File: src/pkg/usr_defs.svh
`ifndef USR_DEFS_SVH
`define USR_DEFS_SVH

// Width of the storage word and its end bit positions.
`define USR_BITS       8
`define USR_MSB        7
`define USR_LSB        0
`define USR_STORE_RST  8'h00

// Released level of the active-low pins while the synchroniser resets.
`define USR_PIN_IDLE_N 1'h1

// Register byte offsets on the AXI4-Lite slave.
`define USR_OFS_CTRL   32'h0000_0000
`define USR_OFS_STATUS 32'h0000_0004
`define USR_OFS_COUNT  32'h0000_0008

// Field layout of the control and status words.
`define USR_CTRL_STEP  0
`define USR_CTRL_PAD   31
`define USR_ST_PAD     20

// Reset and step values of the event counter.
`define USR_COUNT_RST  32'h0000_0000
`define USR_COUNT_INC  32'h0000_0001
`define USR_WORD_RST   32'h0000_0000

// AXI response codes.
`define USR_RESP_OKAY  2'h0
`define USR_RESP_SLVERR 2'h2

`endif

File: src/pkg/usr_pkg.sv
`include "usr_defs.svh"

package usr_pkg;

	// Operation chosen by {mode_select_high, mode_select_low}.
	typedef enum logic [1:0] {
		USR_MODE_HOLD  = 2'h0,
		USR_MODE_RIGHT = 2'h1,
		USR_MODE_LEFT  = 2'h2,
		USR_MODE_LOAD  = 2'h3
	} usr_mode_t;

	// Register selected by a bus address.
	typedef enum logic [1:0] {
		USR_REG_NONE   = 2'h0,
		USR_REG_CTRL   = 2'h1,
		USR_REG_STATUS = 2'h3,
		USR_REG_COUNT  = 2'h2
	} usr_reg_t;

	// All pin inputs that cross into the aclk domain.
	typedef struct packed {
		logic                 clock_pulse;
		logic                 right_shift_serial_in;
		logic                 left_shift_serial_in;
		usr_mode_t            mode;
		logic                 sync_clear_n;
		logic                 bus_drive_enable_a_n;
		logic                 bus_drive_enable_b_n;
		logic [`USR_MSB:0]    bus_in;
	} usr_pins_t;

	// State of the pin synchroniser.
	typedef struct packed {
		usr_pins_t stage_one;
		usr_pins_t stage_two;
	} usr_sync_state_t;

	// State of the shift register and its bus slave.
	typedef struct packed {
		logic [`USR_MSB:0] storage;
		logic              bus_oe;
		logic              clk_prev;
		logic              step_pend;
		logic [31:0]       count;
		logic              aw_held;
		logic [31:0]       aw_addr;
		logic              w_held;
		logic [31:0]       w_data;
		logic [3:0]        w_strb;
		logic              bvalid;
		logic [1:0]        bresp;
		logic              rvalid;
		logic [1:0]        rresp;
		logic [31:0]       rdata;
	} usr_state_t;

endpackage

File: src/usr_sync.sv
`include "usr_defs.svh"

module usr_sync (
	input  wire logic               aclk,
	input  wire logic               aresetn,
	input  wire usr_pkg::usr_pins_t pins_raw,
	output usr_pkg::usr_pins_t      pins_sync
);

	usr_pkg::usr_sync_state_t st;
	usr_pkg::usr_sync_state_t next_st;
	usr_pkg::usr_sync_state_t idle_st;

	// Enables and clear rest released, so reset never turns the drivers on.
	always_comb begin
		idle_st = '0;
		idle_st.stage_one.sync_clear_n = `USR_PIN_IDLE_N;
		idle_st.stage_one.bus_drive_enable_a_n = `USR_PIN_IDLE_N;
		idle_st.stage_one.bus_drive_enable_b_n = `USR_PIN_IDLE_N;
		idle_st.stage_two.sync_clear_n = `USR_PIN_IDLE_N;
		idle_st.stage_two.bus_drive_enable_a_n = `USR_PIN_IDLE_N;
		idle_st.stage_two.bus_drive_enable_b_n = `USR_PIN_IDLE_N;
	end

	// The first stage feeds only the second stage.
	always_comb begin
		next_st = st;
		next_st.stage_one = pins_raw;
		next_st.stage_two = st.stage_one;
	end

	// Both stages return to the idle pin levels under the synchronous reset.
	always_ff @(posedge aclk) begin
		if (!aresetn) begin
			st <= idle_st;
		end else begin
			st <= next_st;
		end
	end

	assign pins_sync = st.stage_two;

endmodule

File: src/usr_top.sv
// Functional notes
// - Eight D storage bits, operation per clock.
// - Mode selects choose hold, right, left, load.
// - Low clear zeroes all bits, overrides mode.
// - State changes only on clock rising edge; a software step through the control register also changes it.
// - Either enable high releases all bus pins.
// - Operations continue while bus is released.
// - Load mode releases bus regardless of enables.
// - Load mode captures bus pins into storage.
// - Right shift takes serial in at bit 0.
// - Left shift takes serial in at bit 7.
// - Both selects low keep storage unchanged.
// - Bits 0 and 7 on own serial outputs.
// - Bus pins are load inputs or driven outputs.
//
// Local design decisions: the AXI4-Lite register port and the placing of the registers.
`include "usr_defs.svh"

module usr_top (
	input  wire logic              aclk,
	input  wire logic              aresetn,
	input  wire logic              clock_pulse,
	input  wire logic              right_shift_serial_in,
	input  wire logic              left_shift_serial_in,
	input  wire logic              mode_select_low,
	input  wire logic              mode_select_high,
	input  wire logic              sync_clear_n,
	input  wire logic              bus_drive_enable_a_n,
	input  wire logic              bus_drive_enable_b_n,
	input  wire logic [`USR_MSB:0] parallel_bus_in,
	output logic      [`USR_MSB:0] parallel_bus_out,
	output logic      [`USR_MSB:0] parallel_bus_oe,
	output logic                   serial_out_bit_zero,
	output logic                   serial_out_bit_seven,
	input  wire logic [31:0]       s_axi_awaddr,
	input  wire logic              s_axi_awvalid,
	output logic                   s_axi_awready,
	input  wire logic [31:0]       s_axi_wdata,
	input  wire logic [3:0]        s_axi_wstrb,
	input  wire logic              s_axi_wvalid,
	output logic                   s_axi_wready,
	output logic [1:0]             s_axi_bresp,
	output logic                   s_axi_bvalid,
	input  wire logic              s_axi_bready,
	input  wire logic [31:0]       s_axi_araddr,
	input  wire logic              s_axi_arvalid,
	output logic                   s_axi_arready,
	output logic [31:0]            s_axi_rdata,
	output logic [1:0]             s_axi_rresp,
	output logic                   s_axi_rvalid,
	input  wire logic              s_axi_rready
);

	usr_pkg::usr_pins_t  pins_raw;
	usr_pkg::usr_pins_t  pins_s;
	usr_pkg::usr_state_t st;
	usr_pkg::usr_state_t next_st;

	logic                ev;
	logic                have_aw;
	logic                have_w;
	logic                wr_do;
	logic [31:0]         wr_addr;
	logic [31:0]         wr_data;
	logic [3:0]          wr_strb;
	logic [`USR_MSB:0]   bus_in_s;
	logic                clr_n_s;
	logic                rsi_s;
	logic                lsi_s;
	usr_pkg::usr_mode_t  mode_s;

	// Maps a byte address onto one of the registers.
	function automatic usr_pkg::usr_reg_t usr_decode(
		input logic [31:0] addr
	);
		usr_pkg::usr_reg_t r;
		r = usr_pkg::USR_REG_NONE;
		case (addr)
			`USR_OFS_CTRL:   r = usr_pkg::USR_REG_CTRL;
			`USR_OFS_STATUS: r = usr_pkg::USR_REG_STATUS;
			`USR_OFS_COUNT:  r = usr_pkg::USR_REG_COUNT;
			default:         r = usr_pkg::USR_REG_NONE;
		endcase
		return r;
	endfunction

	// Gathers the pins that arrive from outside the aclk domain.
	always_comb begin
		pins_raw = '0;
		pins_raw.clock_pulse = clock_pulse;
		pins_raw.right_shift_serial_in = right_shift_serial_in;
		pins_raw.left_shift_serial_in = left_shift_serial_in;
		pins_raw.mode = usr_pkg::usr_mode_t'({mode_select_high,
			mode_select_low});
		pins_raw.sync_clear_n = sync_clear_n;
		pins_raw.bus_drive_enable_a_n = bus_drive_enable_a_n;
		pins_raw.bus_drive_enable_b_n = bus_drive_enable_b_n;
		pins_raw.bus_in = parallel_bus_in;
	end

	// Every pin passes two flip-flops before any logic reads it.
	usr_sync u_sync (
		.aclk      (aclk),
		.aresetn   (aresetn),
		.pins_raw  (pins_raw),
		.pins_sync (pins_s)
	);

	// Short names for the synchronised pins.
	assign bus_in_s = pins_s.bus_in;
	assign clr_n_s  = pins_s.sync_clear_n;
	assign rsi_s    = pins_s.right_shift_serial_in;
	assign lsi_s    = pins_s.left_shift_serial_in;
	assign mode_s   = pins_s.mode;

	// A rising edge of the clock pin, or a software step, is one event.
	assign ev = (pins_s.clock_pulse & ~st.clk_prev) | st.step_pend;

	// Write address and data may arrive in either order.
	assign have_aw = st.aw_held | s_axi_awvalid;
	assign have_w  = st.w_held | s_axi_wvalid;
	assign wr_do   = have_aw & have_w & ~st.bvalid;
	assign wr_addr = st.aw_held ? st.aw_addr : s_axi_awaddr;
	assign wr_data = st.w_held ? st.w_data : s_axi_wdata;
	assign wr_strb = st.w_held ? st.w_strb : s_axi_wstrb;

	// Handshake outputs follow the state directly.
	assign s_axi_awready = ~st.aw_held & ~st.bvalid;
	assign s_axi_wready  = ~st.w_held & ~st.bvalid;
	assign s_axi_arready = ~st.rvalid;

	// Next state of the storage bits, the bus drivers and the slave.
	always_comb begin
		next_st = st;
		next_st.clk_prev = pins_s.clock_pulse;
		next_st.step_pend = 1'h0;

		// The storage bits move only on an event, whatever the drivers do.
		if (ev) begin
			next_st.count = st.count + `USR_COUNT_INC;
			if (!clr_n_s) begin
				next_st.storage = `USR_STORE_RST;
			end else begin
				case (mode_s)
					usr_pkg::USR_MODE_HOLD: begin
						next_st.storage = st.storage;
					end
					usr_pkg::USR_MODE_RIGHT: begin
						next_st.storage = {st.storage[`USR_MSB-1:`USR_LSB],
							rsi_s};
					end
					usr_pkg::USR_MODE_LEFT: begin
						next_st.storage = {lsi_s,
							st.storage[`USR_MSB:`USR_LSB+1]};
					end
					usr_pkg::USR_MODE_LOAD: begin
						next_st.storage = bus_in_s;
					end
					default: begin
						next_st.storage = st.storage;
					end
				endcase
			end
		end

		// Drivers are on only with both enables low and load mode off.
		next_st.bus_oe = ~(pins_s.bus_drive_enable_a_n |
			pins_s.bus_drive_enable_b_n) &
			(mode_s != usr_pkg::USR_MODE_LOAD);

		// A write completes once address and data are both present.
		if (wr_do) begin
			next_st.aw_held = 1'h0;
			next_st.w_held = 1'h0;
			next_st.bvalid = 1'h1;
			if (usr_decode(wr_addr) == usr_pkg::USR_REG_CTRL) begin
				next_st.bresp = `USR_RESP_OKAY;
				if (wr_strb[0] && wr_data[`USR_CTRL_STEP]) begin
					next_st.step_pend = 1'h1;
				end
			end else begin
				next_st.bresp = `USR_RESP_SLVERR;
			end
		end else begin
			if (s_axi_awvalid && s_axi_awready) begin
				next_st.aw_held = 1'h1;
				next_st.aw_addr = s_axi_awaddr;
			end
			if (s_axi_wvalid && s_axi_wready) begin
				next_st.w_held = 1'h1;
				next_st.w_data = s_axi_wdata;
				next_st.w_strb = s_axi_wstrb;
			end
		end
		if (st.bvalid && s_axi_bready) begin
			next_st.bvalid = 1'h0;
		end

		// A read answers in the cycle after its address is taken.
		if (s_axi_arvalid && s_axi_arready) begin
			next_st.rvalid = 1'h1;
			next_st.rresp = `USR_RESP_OKAY;
			case (usr_decode(s_axi_araddr))
				usr_pkg::USR_REG_CTRL: begin
					next_st.rdata = {{`USR_CTRL_PAD{1'h0}},
						st.step_pend};
				end
				usr_pkg::USR_REG_STATUS: begin
					next_st.rdata = {{`USR_ST_PAD{1'h0}}, st.bus_oe,
						clr_n_s, mode_s, st.storage};
				end
				usr_pkg::USR_REG_COUNT: begin
					next_st.rdata = st.count;
				end
				default: begin
					next_st.rdata = `USR_WORD_RST;
					next_st.rresp = `USR_RESP_SLVERR;
				end
			endcase
		end else if (st.rvalid && s_axi_rready) begin
			next_st.rvalid = 1'h0;
		end
	end

	// All state clears under the synchronous reset.
	always_ff @(posedge aclk) begin
		if (!aresetn) begin
			st <= '0;
		end else begin
			st <= next_st;
		end
	end

	// Parallel data and drive enables come straight from flip-flops.
	assign parallel_bus_out = st.storage;
	assign parallel_bus_oe  = {`USR_BITS{st.bus_oe}};

	// End bits are always driven for cascading.
	assign serial_out_bit_zero  = st.storage[`USR_LSB];
	assign serial_out_bit_seven = st.storage[`USR_MSB];

	// Bus answers.
	assign s_axi_bvalid = st.bvalid;
	assign s_axi_bresp  = st.bresp;
	assign s_axi_rvalid = st.rvalid;
	assign s_axi_rresp  = st.rresp;
	assign s_axi_rdata  = st.rdata;
endmodule

File: config.mk
export PLATFORM = sky130hd
export DESIGN_NAME = usr_top
export DESIGN_NICKNAME = d
export VERILOG_FILES = /design/src/pkg/usr_pkg.sv /design/src/usr_sync.sv /design/src/usr_top.sv
export VERILOG_INCLUDE_DIRS = /design/src /design/src/pkg
export SDC_FILE = /design/constraint.sdc
export NUM_CORES = 1
export LEC_CHECK = 0
export BUFFER_PORTS_ARGS = -buffer_cell sky130_fd_sc_hd__buf_2
export CORE_ASPECT_RATIO = 1.5
export CORE_MARGIN = 2
export CORE_UTILIZATION = 51
export DETAILED_ROUTE_END_ITERATION = 6
export PLACE_DENSITY = 0.84
export SYNTH_ARGS = -nofsm -noshare
export SYNTH_HDL_FRONTEND = slang
export SYNTH_SLANG_ARGS = --single-unit
File: constraint.sdc
create_clock -name aclk -period 2.15 [get_ports aclk]
set_input_delay 0.215 -clock aclk [delete_from_list [all_inputs] [get_ports aclk]]
set_output_delay 0.215 -clock aclk [all_outputs]
set_load 0.005 [all_outputs]
==> flow_summary.json <==
{
  "status": "complete, no violations",
  "cts_tree": "done",
  "cts_resized": 0,
  "yosysSeqAreaShare_pct": 48.5,
  "num-nets-final": 924,
  "leakage_nw": 3.08,
  "fmax_mhz": 561,
  "cp_max_fo": 6,
  "slowest_stage": "dfxtp_1",
  "antenna_found_initial": 0,
  "min_from": "parallel_bus_in[4]",
  "syn_area_um2": 6070,
  "die-area_um2": 12800,
  "yosys_warnings": 0,
  "grt_overflow": 0,
  "ys_seq_elements": 147,
  "core_area_um2": 11500,
  "syn_inst": 693,
  "dp_hpwl_um": 9460,
  "routed-via-count": 5211,
  "power_switching_mw": 1.44,
  "finalPower_mw": 6.37,
  "cts_max_level": 4,
  "gp_congestion": 0.872,
  "portBuffers": 145,
  "insertion_delay_ns": 0.41,
  "wl_met2_um": 7270,
  "insertedDiodeCount": 0,
  "crit_chain": "nand4_4 > nor4_4 > nor4b_1 > xnor2_1 > nor2_1",
  "cp_slowest_stage_delay_ns": 0.47,
  "track_usage_pct": 21.7,
  "initial_core_util_pct": 52.6,
  "numClockSinks": 147,
  "vdd_drop_max_mv": 0.600,
  "placed_cell_area_um2": 6600,
  "yosys-top-cells-count": "147 x dfxtp_1, 86 x nor2_1, 82 x nand2_1, 53 x buf_4, 48 x a21oi_1",
  "clock_skew_ns": 0.0114,
  "die_h_um": 138,
  "hold_viol": 0,
  "io_pins": 182,
  "clk_pin_slew_ns": 0.06,
  "vias_per_cell": 5.41,
  "yosysUniqueCellTypes": 46,
  "totalWireLength_um": 13900,
  "die_w_um": 93.1,
  "crit_path_end_kind": "register",
  "async_flop_share_pct": 0,
  "top_layer": "met4",
  "p_seq_share_pct": 45.0,
  "synth.most_common_cell": "dfxtp_1",
  "netlist.area_leader.share_pct": 48.5,
  "synth_top_area_cell": "dfxtp_1",
  "r2r_slack_ns": 0.37,
  "start_kind": "register",
  "drtIter0Drc": 247,
  "whs_ns": 0.0138,
  "final_max_slew_viol_count": 0,
  "avgSynthCellArea_um2": 8.76,
  "drive_gt1_share_pct": 24.8,
  "clock-root-buffer": "clkbuf_16",
  "p_int_mw": 4.92,
  "nFillCells": 939,
  "r2r-start": "st[122]",
  "grt_start_max_net_pins": 83,
  "cts-buffers-inserted": 17,
  "reg2reg_depth": 5,
  "hold-path-endpoint": "u_sync.next_st[4]",
  "synth-edff-count": 0,
  "worst-path-buf-inv": 0,
  "post_drt_wl_per_cell_um": 14.5,
  "cpLargestDelayFamily": "simple AND/OR/NAND/NOR gates",
  "drcViolationCount": 0,
  "met1Wirelength_um": 5610,
  "cp_data_arrival_time_ns": 2.07,
  "tightestPinTransition_ns": 0.673,
  "r2r_end": "st[134]",
  "syn2layout_area_growth_pct": 21.4,
  "setup_viol": 0,
  "worstSetupPathType": "reg -> reg",
  "drv_cap": 0,
  "firstDrtPassIters": 6,
  "power_density_nw_per_um2": 864,
  "cts_buffer_depth": 2,
  "synthTopCellsByArea": "dfxtp_1 48%, buf_4 6.6%, nor2_1 5.3%, nand2_1 5.1%, a21oi_1 4.0%",
  "rows": 48,
  "fin_crit_sh_pct": 83.0,
  "grt_pass1_vias": 4790,
  "synthFlopType": "dfxtp_1",
  "cp.required_ns": 2.44,
  "fin_tns_setup_ns": 0,
  "period_needed_ns": 1.78,
  "rsz0062_at_grt": "false",
  "met3_length_um": 729,
  "relSlewSlack_pct": 55.1,
  "clkPwrFrac_pct": 48.2,
  "combPwrFrac_pct": 6.8,
  "min_delay_path_depth": 2,
  "p_sw_share_pct": 22.7,
  "antenna_left": 0,
  "postLayoutCellArea_um2": 7370,
  "hold_class": "in -> reg",
  "grt_pass1_wl_um": 22200
}
-- power by group through the flow --
stage | logic (mW) | registers, mW | clock network [mW]
after floorplan | 0.265 | 2.91 | 0
final | 0.435 | 2.86 | 3.07
after CTS | 0.435 | 2.86 | 3.11
after global routing | 0.488 | 2.87 | 3.24
after detailed placement | 0.413 | 2.92 | 0
after global placement | 0.405 | 2.92 | 0
-- cell type report --
type	instances	area, µm²	share of cell area (%)
well taps	150	188	2.55
clock buffers	19	453	6.15
multi-input cells	449	2560	34.8
inverters	7	26.3	0.357
flip-flops and latches	147	2940	39.9
repair buffers	178	1020	13.9
clock inverters	13	174	2.36
-- sequential cells by signal, indices dropped and copies added, names as in the netlist --
register,cells
st,70
s_axi_rdata,32
u_sync.next_st,16
u_sync.pins_sync,16
parallel_bus_out,8
parallel_bus_oe,1
s_axi_bresp,1
s_axi_bvalid,1
s_axi_rresp,1
s_axi_rvalid,1
-- stage by stage --
step / util, % / setup WS [ns] / cells
2_1_floorplan: - / 0.570 / 694
3_3_place_gp: 57.2 / 0.371 / 917
3_5_place_dp: 57.2 / 0.320 / 917
4_1_cts: 63.9 / 0.357 / 963
5_1_grt: 63.9 / 0.143 / 963
6_report: 63.9 / 0.366 / 963
-- layout by cell type, fill, tap and decap left out, drive strengths merged, types with 3 or more instances in the layout --
| cell type | count |
|---|---|
| and4 | 3 |
| inv | 11 |
| bufinv | 3 |
| clkbuf | 19 |
| nor2 | 86 |
| nand2 | 83 |
| nand3 | 7 |
| or3 | 5 |
| nand2b | 10 |
| xnor2 | 8 |
| nor4b | 3 |
| dlygate4sd3 | 14 |
| clkinv | 4 |
| nor4 | 27 |
| and2 | 28 |
| a221oi | 13 |
| a22oi | 28 |
| mux2i | 14 |
| xor2 | 15 |
| dfxtp | 147 |
| o21ai | 18 |
| buf | 164 |
| nand4 | 19 |
| a21oi | 48 |
| nor3 | 9 |
-- how the worst max path moves through the flow --
stage          cells past startpoint             start              to
2_1_floorplan                      6           st[112]         st[139]
3_3_place_gp                       5           st[122]         st[134]
3_5_place_dp                       7  s_axi_araddr[25]  s_axi_rdata[0]
4_1_cts                            5           st[122]         st[134]
5_1_grt                            5           st[123]         st[134]
6_report                           5           st[122]         st[134]
-- logic make-up after synthesis --
family / after synthesis / synth area share (%)
xor gates and xnor gates: 23 / 3.32
adders and majority gates: 1 / 0.206
DFF: 147 / 48.5
buffers and inverters: 98 / 9.46
muxes: 14 / 2.31
and+or+nand+nor: 288 / 23.3
other: 1 / 0.0618
AOI/OAI and AO/OA: 121 / 12.9
-- repair_timing --
action / in CTS / in global routing
hold buffers: 14 / 0
endpoints found under the hold margin: 14 / 0
setup buffers: 0 / 0
setup endpoints to repair: 0 / 0
-- routing by layer --
| metal | track usage (%) | vias up |
|---|---|---|
| met5 | 0 | - |
| met4 | 9.48 | 0 |
| met3 | 4.92 | 30 |
| met2 | 37.4 | 178 |
| met1 | 25.8 | 2434 |
| li1 | - | 2569 |
-- worst register-to-register path: stages, from the launching register on --
cell     delay [ns]
dfxtp_1        0.47
nand4_4        0.18
nor4_4         0.42
nor4b_1        0.39
xnor2_1        0.16
nor2_1         0.05
(Power assumes the default switching activity.)
